### src/rtl/src_regs.svh
/*
 * Register offsets, field positions, reset values and timing figures of the
 * reference clock and synthesizer control block.
 * Assumes a 100 MHz system clock taken from the crystal oscillator.
 */
`ifndef SRC_REGS_SVH
`define SRC_REGS_SVH

// ----------------------------------------------------------------------------
// Register offsets (7-bit serial addresses)
// ----------------------------------------------------------------------------
`define SRC_ADDR_MODE 7'h01
`define SRC_ADDR_FREQ_HI 7'h07
`define SRC_ADDR_FREQ_MID 7'h08
`define SRC_ADDR_FREQ_LO 7'h09
`define SRC_ADDR_PIN_MAP2 7'h0A
`define SRC_ADDR_STATUS 7'h0B

// ----------------------------------------------------------------------------
// Field positions and reset values
// ----------------------------------------------------------------------------
`define SRC_MODE_SEQ_OFF 7
`define SRC_MODE_MAN_SYNTH 6
`define SRC_MODE_SLEEP 3'h0
`define SRC_MODE_STANDBY 3'h1
`define SRC_MODE_SYNTH 3'h2
`define SRC_MODE_TX 3'h3
`define SRC_MODE_RESET 8'h01
`define SRC_PIN_MAP2_RESET 8'h00
`define SRC_CLKSEL_OFF 3'h7
`define SRC_FREQ_RESET 24'h00_0000
`define SRC_SDM_BITS 19

// ----------------------------------------------------------------------------
// Timing figures
// ----------------------------------------------------------------------------
`define SRC_CLK_PERIOD_NS 10
`define SRC_OSC_SETTLE_US 500
`define SRC_TX_WAKE_US 120
`define SRC_BIT_RATE_BPS 4800
`define SRC_COARSE_CAL_US 20
`define SRC_FINE_CAL_US 10
`define SRC_TMR_W 17

`endif

### src/rtl/src_pkg.sv
/*
 * Types shared by the reference clock and synthesizer control block.
 * Assumes src_regs.svh supplies all numeric constants.
 */
package src_pkg;

    // ------------------------------------------------------------------------
    // Startup and synthesizer sequencer states
    // ------------------------------------------------------------------------
    typedef enum logic [2:0] {
        ST_OSC,
        ST_COARSE,
        ST_STBY,
        ST_FINE,
        ST_SYNTH,
        ST_TXWAKE,
        ST_TX
    } src_state_e;

endpackage

### src/rtl/src_clock_control.sv
/*
 * Reference clock and synthesizer control: startup sequencing, calibration,
 * reference clock output on auxiliary pin five, carrier frequency word and
 * a serial register port (mode 0, MSB first, address then data bytes).
 * Assumes CLK_SYS comes from the crystal oscillator; serial pins are async.
 */
// What this block does
// - Sequencer starts the synthesizer when the mode requests it, once the oscillator settles.
// - Reference clock output stays silent until the oscillator is stable.
// - Pin five carries reference divided by 2 to 128, chosen by select field.
// - Clock output works except in sleep, enabled after power-on reset.
// - Coarse oscillator calibration runs by itself after power-on reset.
// - Each synthesizer activation runs a fine calibration within wake-up time.
// - Synthesizer takes a 19-bit fractional part; step is reference over 2^19.
// - Carrier is step times 24-bit word at addresses 0x07 to 0x09.
// - Upper two bytes stay pending until the low byte is written.
// - With synthesizer on, first bit clock rising edge comes 120 us after wake.
`timescale 1ns/1ps
`include "src_regs.svh"

module src_clock_control
    import src_pkg::*;
#(
    parameter int OSC_SETTLE_CYC = `SRC_OSC_SETTLE_US * 1000 / `SRC_CLK_PERIOD_NS,
    parameter int TX_WAKE_CYC = `SRC_TX_WAKE_US * 1000 / `SRC_CLK_PERIOD_NS,
    parameter int BIT_HALF_CYC = 1000000000 / (`SRC_BIT_RATE_BPS * 2 * `SRC_CLK_PERIOD_NS)
)
(
    input wire logic CLK_SYS,
    input wire logic RST,
    input wire logic SPI_NSS_N,
    input wire logic SPI_SCK,
    input wire logic SPI_MOSI,
    output logic SPI_MISO,
    output logic SPI_MISO_OE,
    output logic AUXILIARY_PIN_FIVE,
    output logic BIT_CLOCK_OUTPUT,
    output logic SYNTH_ENABLE,
    output logic COARSE_CAL_ACTIVE,
    output logic FINE_CAL_ACTIVE,
    output logic [23:0] CARRIER_FREQUENCY_WORD,
    output logic [4:0] SDM_INTEGER,
    output logic [`SRC_SDM_BITS-1:0] SDM_FRACTION
);

    localparam int COARSE_CYC = `SRC_COARSE_CAL_US * 1000 / `SRC_CLK_PERIOD_NS;
    localparam int FINE_CYC = `SRC_FINE_CAL_US * 1000 / `SRC_CLK_PERIOD_NS;

    // ------------------------------------------------------------------------
    // Serial pin synchronisers
    // ------------------------------------------------------------------------
    logic [2:0] nss_s_q, sck_s_q, mosi_s_q;
    logic nss_f_q, sck_f_q, mosi_f_q, sck_prev_q;
    logic sck_rise, sck_fall;

    // Three stages; a change counts once stages two and three agree
    always_ff @(posedge CLK_SYS or posedge RST) begin
        if (RST) begin
            nss_s_q <= 3'h7;
            sck_s_q <= 3'h0;
            mosi_s_q <= 3'h0;
            nss_f_q <= 1'b1;
            sck_f_q <= 1'b0;
            mosi_f_q <= 1'b0;
            sck_prev_q <= 1'b0;
        end else begin
            nss_s_q <= {nss_s_q[1:0], SPI_NSS_N};
            sck_s_q <= {sck_s_q[1:0], SPI_SCK};
            mosi_s_q <= {mosi_s_q[1:0], SPI_MOSI};
            if (nss_s_q[1] == nss_s_q[2]) nss_f_q <= nss_s_q[2];
            if (sck_s_q[1] == sck_s_q[2]) sck_f_q <= sck_s_q[2];
            if (mosi_s_q[1] == mosi_s_q[2]) mosi_f_q <= mosi_s_q[2];
            sck_prev_q <= sck_f_q;
        end
    end

    assign sck_rise = sck_f_q & ~sck_prev_q & ~nss_f_q;
    assign sck_fall = ~sck_f_q & sck_prev_q & ~nss_f_q;

    // ------------------------------------------------------------------------
    // Registers and read decode
    // ------------------------------------------------------------------------
    logic [7:0] mode_q, pin_map2_q, freq_hi_q, freq_mid_q, status;
    logic [23:0] freq_q;
    logic wr_q;
    logic [6:0] wr_addr_q;
    logic [7:0] wr_data_q;
    src_state_e state_q;
    logic osc_ok_q, coarse_ok_q;

    // Read value of a register; unmapped addresses read zero
    function automatic logic [7:0] reg_read(input logic [6:0] a);
        case (a)
            `SRC_ADDR_MODE: reg_read = mode_q;
            `SRC_ADDR_FREQ_HI: reg_read = freq_hi_q;
            `SRC_ADDR_FREQ_MID: reg_read = freq_mid_q;
            `SRC_ADDR_FREQ_LO: reg_read = freq_q[7:0];
            `SRC_ADDR_PIN_MAP2: reg_read = pin_map2_q;
            `SRC_ADDR_STATUS: reg_read = status;
            default: reg_read = 8'h00;
        endcase
    endfunction

    assign status = {3'h0, (state_q == ST_TX), (state_q == ST_FINE),
                     SYNTH_ENABLE & ~FINE_CAL_ACTIVE, coarse_ok_q, osc_ok_q};

    // ------------------------------------------------------------------------
    // Serial shifter: first byte is write flag and address, then data bytes
    // ------------------------------------------------------------------------
    logic [7:0] sh_q, sh_d, tx_q;
    logic [2:0] bit_q;
    logic first_q, wnr_q;
    logic [6:0] addr_q;

    assign sh_d = {sh_q[6:0], mosi_f_q};

    always_ff @(posedge CLK_SYS or posedge RST) begin
        if (RST) begin
            sh_q <= 8'h00;
            tx_q <= 8'h00;
            bit_q <= 3'h0;
            first_q <= 1'b1;
            wnr_q <= 1'b0;
            addr_q <= 7'h00;
            wr_q <= 1'b0;
            wr_addr_q <= 7'h00;
            wr_data_q <= 8'h00;
            SPI_MISO <= 1'b0;
            SPI_MISO_OE <= 1'b0;
        end else begin
            wr_q <= 1'b0;
            SPI_MISO_OE <= ~nss_f_q;
            if (nss_f_q) begin
                bit_q <= 3'h0;
                first_q <= 1'b1;
            end else if (sck_rise) begin
                sh_q <= sh_d;
                bit_q <= bit_q + 3'h1;
                if (bit_q == 3'h7) begin
                    if (first_q) begin
                        first_q <= 1'b0;
                        wnr_q <= sh_d[7];
                        addr_q <= sh_d[6:0];
                        tx_q <= reg_read(sh_d[6:0]);
                    end else begin
                        wr_q <= wnr_q;
                        wr_addr_q <= addr_q;
                        wr_data_q <= sh_d;
                        addr_q <= addr_q + 7'h01;
                        tx_q <= reg_read(addr_q + 7'h01);
                    end
                end
            end else if (sck_fall) begin
                SPI_MISO <= tx_q[7];
                tx_q <= {tx_q[6:0], 1'b0};
            end
        end
    end

    // Mode and pin map registers; pin map resets with clock output on
    always_ff @(posedge CLK_SYS or posedge RST) begin
        if (RST) begin
            mode_q <= `SRC_MODE_RESET;
            pin_map2_q <= `SRC_PIN_MAP2_RESET;
        end else if (wr_q) begin
            if (wr_addr_q == `SRC_ADDR_MODE) mode_q <= wr_data_q;
            if (wr_addr_q == `SRC_ADDR_PIN_MAP2) pin_map2_q <= wr_data_q;
        end
    end

    // Carrier word: upper bytes pend, low byte write commits all three
    always_ff @(posedge CLK_SYS or posedge RST) begin
        if (RST) begin
            freq_hi_q <= 8'(`SRC_FREQ_RESET >> 16);
            freq_mid_q <= 8'(`SRC_FREQ_RESET >> 8);
            freq_q <= `SRC_FREQ_RESET;
        end else if (wr_q) begin
            if (wr_addr_q == `SRC_ADDR_FREQ_HI) freq_hi_q <= wr_data_q;
            if (wr_addr_q == `SRC_ADDR_FREQ_MID) freq_mid_q <= wr_data_q;
            if (wr_addr_q == `SRC_ADDR_FREQ_LO) freq_q <= {freq_hi_q, freq_mid_q, wr_data_q};
        end
    end

    assign CARRIER_FREQUENCY_WORD = freq_q;
    assign SDM_INTEGER = freq_q[23:`SRC_SDM_BITS];
    assign SDM_FRACTION = freq_q[`SRC_SDM_BITS-1:0];

    // ------------------------------------------------------------------------
    // Startup sequencer
    // ------------------------------------------------------------------------
    logic boot_q, tmr_start_q, tmr_done, synth_req, tx_req, sleep_mode;
    logic [`SRC_TMR_W-1:0] tmr_len_q;

    assign sleep_mode = (mode_q[2:0] == `SRC_MODE_SLEEP);
    assign tx_req = (mode_q[2:0] == `SRC_MODE_TX);
    assign synth_req = ~sleep_mode & (mode_q[`SRC_MODE_SEQ_OFF] ? mode_q[`SRC_MODE_MAN_SYNTH]
                                      : (mode_q[2:0] >= `SRC_MODE_SYNTH));

    src_timer u_timer (
        .clk(CLK_SYS),
        .rst(RST),
        .start(tmr_start_q),
        .len(tmr_len_q),
        .done(tmr_done)
    );

    // State walk; settle, coarse, fine and wake-up steps each have one timed wait
    always_ff @(posedge CLK_SYS or posedge RST) begin
        if (RST) begin
            state_q <= ST_OSC;
            boot_q <= 1'b1;
            tmr_start_q <= 1'b0;
            tmr_len_q <= '0;
            osc_ok_q <= 1'b0;
            coarse_ok_q <= 1'b0;
        end else begin
            boot_q <= 1'b0;
            tmr_start_q <= 1'b0;
            case (state_q)
                ST_OSC: begin
                    if (boot_q) begin
                        tmr_start_q <= 1'b1;
                        tmr_len_q <= `SRC_TMR_W'(OSC_SETTLE_CYC);
                    end else if (tmr_done) begin
                        osc_ok_q <= 1'b1;
                        state_q <= ST_COARSE;
                        tmr_start_q <= 1'b1;
                        tmr_len_q <= `SRC_TMR_W'(COARSE_CYC);
                    end
                end
                ST_COARSE: if (tmr_done) begin
                    coarse_ok_q <= 1'b1;
                    state_q <= ST_STBY;
                end
                ST_STBY: if (synth_req) begin
                    state_q <= ST_FINE;
                    tmr_start_q <= 1'b1;
                    tmr_len_q <= `SRC_TMR_W'(FINE_CYC);
                end
                ST_FINE: begin
                    if (!synth_req) state_q <= ST_STBY;
                    else if (tmr_done) state_q <= ST_SYNTH;
                end
                ST_SYNTH: begin
                    if (!synth_req) begin
                        state_q <= ST_STBY;
                    end else if (tx_req) begin
                        state_q <= ST_TXWAKE;
                        tmr_start_q <= 1'b1;
                        tmr_len_q <= `SRC_TMR_W'(TX_WAKE_CYC);
                    end
                end
                ST_TXWAKE: begin
                    if (!tx_req || !synth_req) state_q <= ST_SYNTH;
                    else if (tmr_done) state_q <= ST_TX;
                end
                ST_TX: if (!tx_req || !synth_req) state_q <= ST_SYNTH;
                default: state_q <= ST_OSC;
            endcase
        end
    end

    // Status outputs for the analog synthesizer
    always_ff @(posedge CLK_SYS or posedge RST) begin
        if (RST) begin
            SYNTH_ENABLE <= 1'b0;
            COARSE_CAL_ACTIVE <= 1'b0;
            FINE_CAL_ACTIVE <= 1'b0;
        end else begin
            SYNTH_ENABLE <= (state_q == ST_FINE) || (state_q == ST_SYNTH) ||
                            (state_q == ST_TXWAKE) || (state_q == ST_TX);
            COARSE_CAL_ACTIVE <= (state_q == ST_COARSE);
            FINE_CAL_ACTIVE <= (state_q == ST_FINE);
        end
    end

    // ------------------------------------------------------------------------
    // Bit clock: rises as the transmitter wake-up wait ends
    // ------------------------------------------------------------------------
    logic [`SRC_TMR_W-1:0] bclk_cnt_q;

    always_ff @(posedge CLK_SYS or posedge RST) begin
        if (RST) begin
            BIT_CLOCK_OUTPUT <= 1'b0;
            bclk_cnt_q <= '0;
        end else if (state_q == ST_TXWAKE && tmr_done && tx_req && synth_req) begin
            BIT_CLOCK_OUTPUT <= 1'b1;
            bclk_cnt_q <= '0;
        end else if (state_q == ST_TX) begin
            if (bclk_cnt_q == `SRC_TMR_W'(BIT_HALF_CYC - 1)) begin
                bclk_cnt_q <= '0;
                BIT_CLOCK_OUTPUT <= ~BIT_CLOCK_OUTPUT;
            end else begin
                bclk_cnt_q <= bclk_cnt_q + `SRC_TMR_W'(1);
            end
        end else begin
            BIT_CLOCK_OUTPUT <= 1'b0;
            bclk_cnt_q <= '0;
        end
    end

    // ------------------------------------------------------------------------
    // Reference clock output divider on auxiliary pin five
    // ------------------------------------------------------------------------
    logic [6:0] div_q;
    logic [2:0] clk_sel;

    assign clk_sel = pin_map2_q[2:0];

    // Half period is 2^select cycles; silent before oscillator settles or in sleep
    always_ff @(posedge CLK_SYS or posedge RST) begin
        if (RST) begin
            div_q <= 7'h00;
            AUXILIARY_PIN_FIVE <= 1'b0;
        end else if (!osc_ok_q || sleep_mode || clk_sel == `SRC_CLKSEL_OFF) begin
            div_q <= 7'h00;
            AUXILIARY_PIN_FIVE <= 1'b0;
        end else if (div_q >= (7'(1) << clk_sel) - 7'h01) begin
            div_q <= 7'h00;
            AUXILIARY_PIN_FIVE <= ~AUXILIARY_PIN_FIVE;
        end else begin
            div_q <= div_q + 7'h01;
        end
    end

endmodule

### src/rtl/src_timer.sv
/*
 * One-shot down counter used for settle, calibration and wake-up waits.
 * Assumes start is a one-cycle pulse and len is at least one.
 */
`timescale 1ns/1ps
`include "src_regs.svh"

module src_timer
    import src_pkg::*;
(
    input wire logic clk,
    input wire logic rst,
    input wire logic start,
    input wire logic [`SRC_TMR_W-1:0] len,
    output logic done
);

    logic [`SRC_TMR_W-1:0] cnt_q;
    logic busy_q;

    // Count down; a new start restarts the wait
    always_ff @(posedge clk or posedge rst) begin
        if (rst) begin
            cnt_q <= '0;
            busy_q <= 1'b0;
            done <= 1'b0;
        end else begin
            done <= 1'b0;
            if (start) begin
                cnt_q <= len;
                busy_q <= 1'b1;
            end else if (busy_q) begin
                if (cnt_q <= `SRC_TMR_W'(1)) begin
                    busy_q <= 1'b0;
                    done <= 1'b1;
                end else begin
                    cnt_q <= cnt_q - `SRC_TMR_W'(1);
                end
            end
        end
    end

endmodule

### config.mk
export PLATFORM = sky130hd
export DESIGN_NAME = src_clock_control
export DESIGN_NICKNAME = d
export VERILOG_FILES = /design/src/rtl/src_pkg.sv /design/src/rtl/src_clock_control.sv /design/src/rtl/src_timer.sv
export VERILOG_INCLUDE_DIRS = /design/src /design/src/rtl
export SDC_FILE = /design/constraint.sdc
export NUM_CORES = 1
export LEC_CHECK = 0
export BUFFER_PORTS_ARGS = -buffer_cell sky130_fd_sc_hd__buf_2
export CAP_MARGIN = 5
export CORE_MARGIN = 1.5
export CORE_UTILIZATION = 61
export CTS_BUF_LIST = sky130_fd_sc_hd__clkbuf_2
export DETAILED_ROUTE_END_ITERATION = 8
export GPL_ROUTABILITY_DRIVEN = 1
export PLACE_DENSITY = 0.84
export SLEW_MARGIN = 20
export SYNTH_ARGS = -nofsm -noshare
export SYNTH_HDL_FRONTEND = slang
export SYNTH_SLANG_ARGS = --single-unit
export TNS_END_PERCENT = 100
### constraint.sdc
create_clock -name CLK_SYS -period 15.27 [get_ports CLK_SYS]
set_input_delay 1.527 -clock CLK_SYS [delete_from_list [all_inputs] [get_ports CLK_SYS]]
set_output_delay 1.527 -clock CLK_SYS [all_outputs]
set_load 0.02 [all_outputs]
After elaboration in Yosys (flattened, before gate mapping)

Cells that the tools add are included.

Input port bits: 5
Output and inout bits: 55
RAM bits: 0
Flip-flop bits (word level): 186
Bits in latches: 0
Memories: 0
Logic and storage cells: 206
Bits in read-only memories: 0

Shift operators: 1
Bitwise operators: 16
Mux-type cells: 60
Equal/unequal tests: 44
$mul: 0
Magnitude comparators: 3
$add $sub $neg: 6
Divide/modulo/power cells: 0
Reduce and logical (&&, ||, !) cells: 37

Operator list:

| kind                    | count |
|---|---|
| $mux W17                | 11 |
| $pmux W8 S6             | 2 |
| $eq A7 B4 Y1 const B    | 11 |
| $pmux W17 S3            | 1 |
| $mux W3                 | 13 |
| $mux W8                 | 4 |
| $mux W1                 | 24 |
| $eq A7 B1 Y1 const B    | 3 |
| $eq A7 B3 Y1 const B    | 3 |
| $mux W7                 | 3 |
| $pmux W3 S7             | 1 |
| $reduce_and A2 Y1       | 9 |
| $add A17 B1 Y17 const B | 1 |
| $eq A17 B14 Y1 const B  | 1 |
| $le A17 B1 Y1 const B   | 1 |
| $sub A17 B1 Y17 const B | 1 |
| $eq A3 B3 Y1 const B    | 5 |
| $add A7 B1 Y7 const B   | 2 |
| $reduce_and A3 Y1       | 4 |
| $ne A2 B2 Y1 const B    | 5 |
| $not A1 Y1              | 10 |
| $reduce_bool A2 Y1      | 5 |
| $eq A3 B2 Y1 const B    | 3 |
| $ne A3 B2 Y1 const B    | 3 |
| other kinds (20)        | 41 |

Logic depth before layout (Yosys ltp)

Depth after elaboration: 7
Depth in mapped cells: 15

Modules after synthesis

Synthesis repeated with hierarchy kept, for this count alone.

Cells, all modules: 856
Area total of the unflattened synthesis: 9191.3 sq um

By module, submodules not included:

| module            | times used | sequential area each (sq um) | area each (sq um) | cells an instance |
|---|---|---|---|---|
| src_clock_control | 1          | 3987.6                       | 8023.9            | 733 |
| src_timer         | 1          | 475.5                        | 1167.4            | 123 |

Worst setup path before layout

OpenSTA, ideal clock, no wires.

Path kind: register -> register
From: register pin_map2_q[2]
To: register div_q[2]
Buffers on the path: 2
Library setup time: 72 ps
Stages on the path, launching flop included: 15
Arrival time: 2713 ps
Slack: 12485 ps
Clock period less this slack: 2785 ps
Data required time: 15198 ps
Cells stage by stage: dfrtp_1 -> clkbuf_1 -> or3_1 -> ha_1 -> clkbuf_1 -> nor3_1 -> a21oi_1 -> o21a_1 -> ha_1 -> o211ai_1 -> nor2_1 -> a211oi_1 -> o31a_1 -> nand2b_1 -> nor2_1

Cells in the longest elaborated chain, start to end: 5
Elaborated cells on any way between the ends: 7
Classes of those cells: add/sub: 1; order compare: 1; eq/ne: 1; shift: 1; mux: 2; reduce/logical: 1

Ends and longest elaborated chain:

| what                   | line                     | source |
|---|---|---|
| start, declared        | src_clock_control.sv:83  | `logic [7:0] mode_q, pin_map2_q, freq_hi_q, freq_mid_q, status;` |
| start signal, assigned | src_clock_control.sv:164 | `` pin_map2_q <= `SRC_PIN_MAP2_RESET; `` |
| start signal, assigned | src_clock_control.sv:167 | `` if (wr_addr_q == `SRC_ADDR_PIN_MAP2) pin_map2_q <= wr_data_q; `` |
| $shl A1 B3 Y7          | src_clock_control.sv:318 | `end else if (div_q >= (7'(1) << clk_sel) - 7'h01) begin` |
| $sub A7 B1 Y7          | src_clock_control.sv:318 |  |
| $ge A7 B7 Y1           | src_clock_control.sv:318 |  |
| $mux W7                | src_clock_control.sv:318 |  |
| $mux W7 *              | src_clock_control.sv:315 | `` end else if (!osc_ok_q \|\| sleep_mode \|\| clk_sel == `SRC_CLKSEL_OFF) begin `` |
| end signal, assigned   | src_clock_control.sv:322 | `div_q <= div_q + 7'h01;` |
| end, declared          | src_clock_control.sv:305 | `logic [6:0] div_q;` |

Mark *: on every way between the ends. The rest lies on a longest branch, timed or not.
A chain may end at the register's enable or synchronous reset.

Worst setup path in the final report

From: register sck_f_q
To: register wr_addr_q[4]

Cells in the longest elaborated chain, start to end: 3

Ends and longest elaborated chain:

| what                               | line                     | source |
|---|---|---|
| start, declared                    | src_clock_control.sv:53  | `logic nss_f_q, sck_f_q, mosi_f_q, sck_prev_q;` |
| start signal, assigned             | src_clock_control.sv:71  | `if (sck_s_q[1] == sck_s_q[2]) sck_f_q <= sck_s_q[2];` |
| $and A1 B1 Y1 (2 in series)        | src_clock_control.sv:77  | `assign sck_rise = sck_f_q & ~sck_prev_q & ~nss_f_q;` |
| $reduce_and A4 Y1 (no source line) | --                       |  |
| end signal, assigned               | src_clock_control.sv:147 | `wr_addr_q <= addr_q;` |
| end, declared                      | src_clock_control.sv:86  | `logic [6:0] wr_addr_q;` |

No other way between the ends.

==> results.txt <==
number of remaining DRC errors: 0
Clk pwr share: 30.8%
Post-synth ARST share: 100.0%
number of synthesized flops with an enable pin: 0
Post-CTS Setup Inserts: 0
cts-stage hold buffer count: 0
slowest stage cell, crit path: a21oi_1
library cell with the highest instance count after synthesis: dfrtp_1
wire per inst: 18.11 µm
Post-Synthesis Net Count: 848
fraction of layout cells with a size suffix above 1: 22.31%
number of search-and-repair iterations in the first detailed-routing pass: 5
count of input and output buffers: 59
required arrival time at the worst endpoint: 15.94 ns
die height: 123.0 µm
launching element type of the critical path: register
number of vias in the routed layout: 6423
Register-to-Register Path Depth: 5
FF-to-FF Start: sck_f_q
Tmin final: 3.252 ns
area added between synthesis and finish: 5.941%
Initial Utilization: 62.78%
Post-synth top flop: dfrtp_1
number of standard cells after synthesis: 824
area share of the largest cell type after synthesis: 48.72%
Sw Ratio: 28.81%
final setup TNS: 0 ns
part of the Yosys area used for sequential elements: 50.82%
ANT nets after route: 0
setup slack of the worst register-to-register path: 12.02 ns
Min-Delay Path Depth: 0
Rel. slew slack: 35.47%
CTS sink count: 178
biggest cell delay along the critical path: 0.81 ns
count of antenna diodes in the layout: 0
layout net count: 867
mean cell area of the mapped netlist: 10.66 µm²
CTS clock-pin slew for the worst setup and hold paths: 0.24 ns
combinational share of power: 10.1%
number of hold violations in the final report: 0
most area-hungry cell type in the Yosys netlist: dfrtp_1
startpoint of the lowest-slack hold path: nss_s_q[0]
Flop pwr share: 59.1%
overflow left after global routing: 0
slew at the pin closest to its max-slew limit: 0.9679 ns
Worst IR Drop VDD: 0.05387 mV
RSZ-0062 raised after global routing: false
combined area of all synthesized cells: 8782 µm²
num ports: 60
Cell variety after synth: 69
via count of the first global-routing pass: 6058
Pwr per Cell Area: 97.14 nW/µm²
number of warnings issued by yosys: 0
dpl ws: 11.65 ns
final setup vio count: 0
antenna violations before repair: 0
critical path arrival: 3.92 ns
Num CTS Buffers: 17
die extent in x: 123.0 µm
final number of max-transition violations: 0
Site Rows: 43
post-route cell area: 9304 µm²
deepest clock path buffer count: 2
critical path cell sequence: nor2b_1, nand2_1, a21oi_1, nand2_1, mux2_2
Setup Crit Path Kind: reg2reg
half-perimeter wire length after detailed placement: 12540 µm
largest fanout of any net on the critical path: 18
total area of sequential cells: 4463 µm²
worst hold slack: 0.3716 ns
run status: complete, no violations
final estimated routing congestion in global placement: 0.9063
Clock Skews: 0.02735 ns
capture point of the worst reg-to-reg path: wr_addr_q[4]
core region area: 13990 µm²
clk_lat worst skew: 0.76 ns
P_sw: 0.2604 mW
type of element capturing the critical path: register
first-pass GRT wire length: 30880 µm
number of cells upsized or downsized after cts: 0
worst path setup slack after routing: 12.02 ns
pin count of the biggest net entering global routing: 85
Hold Crit Endpoint: nss_s_q[1]
detail-routed via count per cell: 6.200
number of levels the H-tree was split into: 4
area of the multi-input gates: 3906 µm²
DRC violation total after the first TritonRoute iteration: 612
design internal power: 0.6434 mW
commonest cells in the netlist: dfrtp_1, nor2_1, mux2_2
leakage power: 4.334 nW
Tot GR Track Use: 26.58%
synth top area cells: dfrtp_1, mux2_2, nor2_1, nand2_1, ha_1
clock tree from TritonCTS: built
Fill cells: 1097
Placed Instance Area: 9011 µm²
area enclosed by the die boundary: 15130 µm²
CTS root buf: clkbuf_2
worst hold-check path type: reg2reg
flop and latch count out of synthesis: 178
most numerous cell on the critical path: nand2_1
reported max-cap violation count: 0
share of the clock period used by the worst path: 21.30%
drt total wl: 18760 µm
Fmax achieved: 307.5 MHz
area by class of cell:
class / count / area share, %
Clock buffer: 17 / 0.9145
Clock inverter: 15 / 2.192
Sequential cell: 178 / 47.97
Inverter: 21 / 0.9010
Tap cell: 180 / 2.421
Multi-Input combinational cell: 561 / 41.98
Timing Repair Buffer: 64 / 3.618
cells by family after synthesis:
family / after synthesis / share of synthesized area (%)
and+or+nand+nor: 250 / 13.85
DFF: 178 / 50.82
AOI/OAI and AO/OA: 162 / 12.18
muxes: 88 / 11.57
buffers and inverters: 85 / 4.701
xor gates and xnor gates: 38 / 3.790
adders and majority gates: 22 / 3.049
other: 1 / 0.04270
registers in the layout, indices dropped and copies added (netlist names), 9 cells and up:
signal	count
CARRIER_FREQUENCY_WORD	24
u_timer.cnt_q	17
bclk_cnt_q	17
tmr_len_q	9
layout by cell type, fill, tap and decap left out, types with 9 or more instances in the layout:
cell	count
nor3_1	14
mux2_2	78
xnor2_1	20
nor2_1	79
o21ai_0	42
clkbuf_2	17
a22oi_1	17
nand3_1	18
ha_1	19
nand2_1	65
xor2_1	18
and3_1	9
dfrtp_1	171
buf_2	59
inv_1	18
nor2b_1	9
a21oi_1	33
nor4_1	11
power by group through the flow:
stage | clock, mW | combinational (mW) | sequential (mW)
2_1_floorplan | 0 | 0.0757 | 0.524
3_3_place_gp | 0 | 0.0865 | 0.539
3_5_place_dp | 0 | 0.0889 | 0.540
4_1_cts | 0.283 | 0.0894 | 0.532
5_1_grt | 0.302 | 0.102 | 0.538
6_report | 0.279 | 0.0911 | 0.534
worst max path at each step:
stage               start            endpoint  slack (ns)  cells past startpoint
2_1_floorplan         RST  AUXILIARY_PIN_FIVE        8.92                      1
3_3_place_gp          RST         SPI_MISO_OE       11.67                      4
3_5_place_dp          RST         SPI_MISO_OE       11.65                      4
4_1_cts        sck_prev_q        wr_addr_q[4]       12.05                      5
5_1_grt           sck_f_q        wr_addr_q[5]       11.76                      5
6_report          sck_f_q        wr_addr_q[4]       12.02                      5
layer usage:
| metal | routed length (µm) | part of all wire (%) | vias up | track usage [%] |
|---|---|---|---|---|
| li1 | - | - | 2977 | - |
| met4 | 366 | 2.0 | 0 | 9.124 |
| met2 | 8481 | 45 | 270 | 39.90 |
| met1 | 8490 | 45 | 3130 | 38.08 |
| met5 | 0 | 0 | - | 0 |
| met3 | 1426 | 7.6 | 46 | 6.596 |
worst max-delay path, delay by kind of cell (launching register included):
family / cells / cell delay, ns
simple gates: 3 / 1.43
compound gates: 1 / 0.81
mux: 1 / 0.48
flops: 1 / 0.43
stage by stage:
stage / power, mW / util [%] / cells
6_report: 0.9038 / 66.51 / 1036
5_1_grt: 0.9412 / 66.51 / 1036
4_1_cts: 0.9039 / 66.48 / 1036
3_5_place_dp: 0.6287 / 64.42 / 1004
3_3_place_gp: 0.6253 / 64.42 / 1004
2_1_floorplan: 0.5994 / - / 824
(Power assumes the default switching activity.)
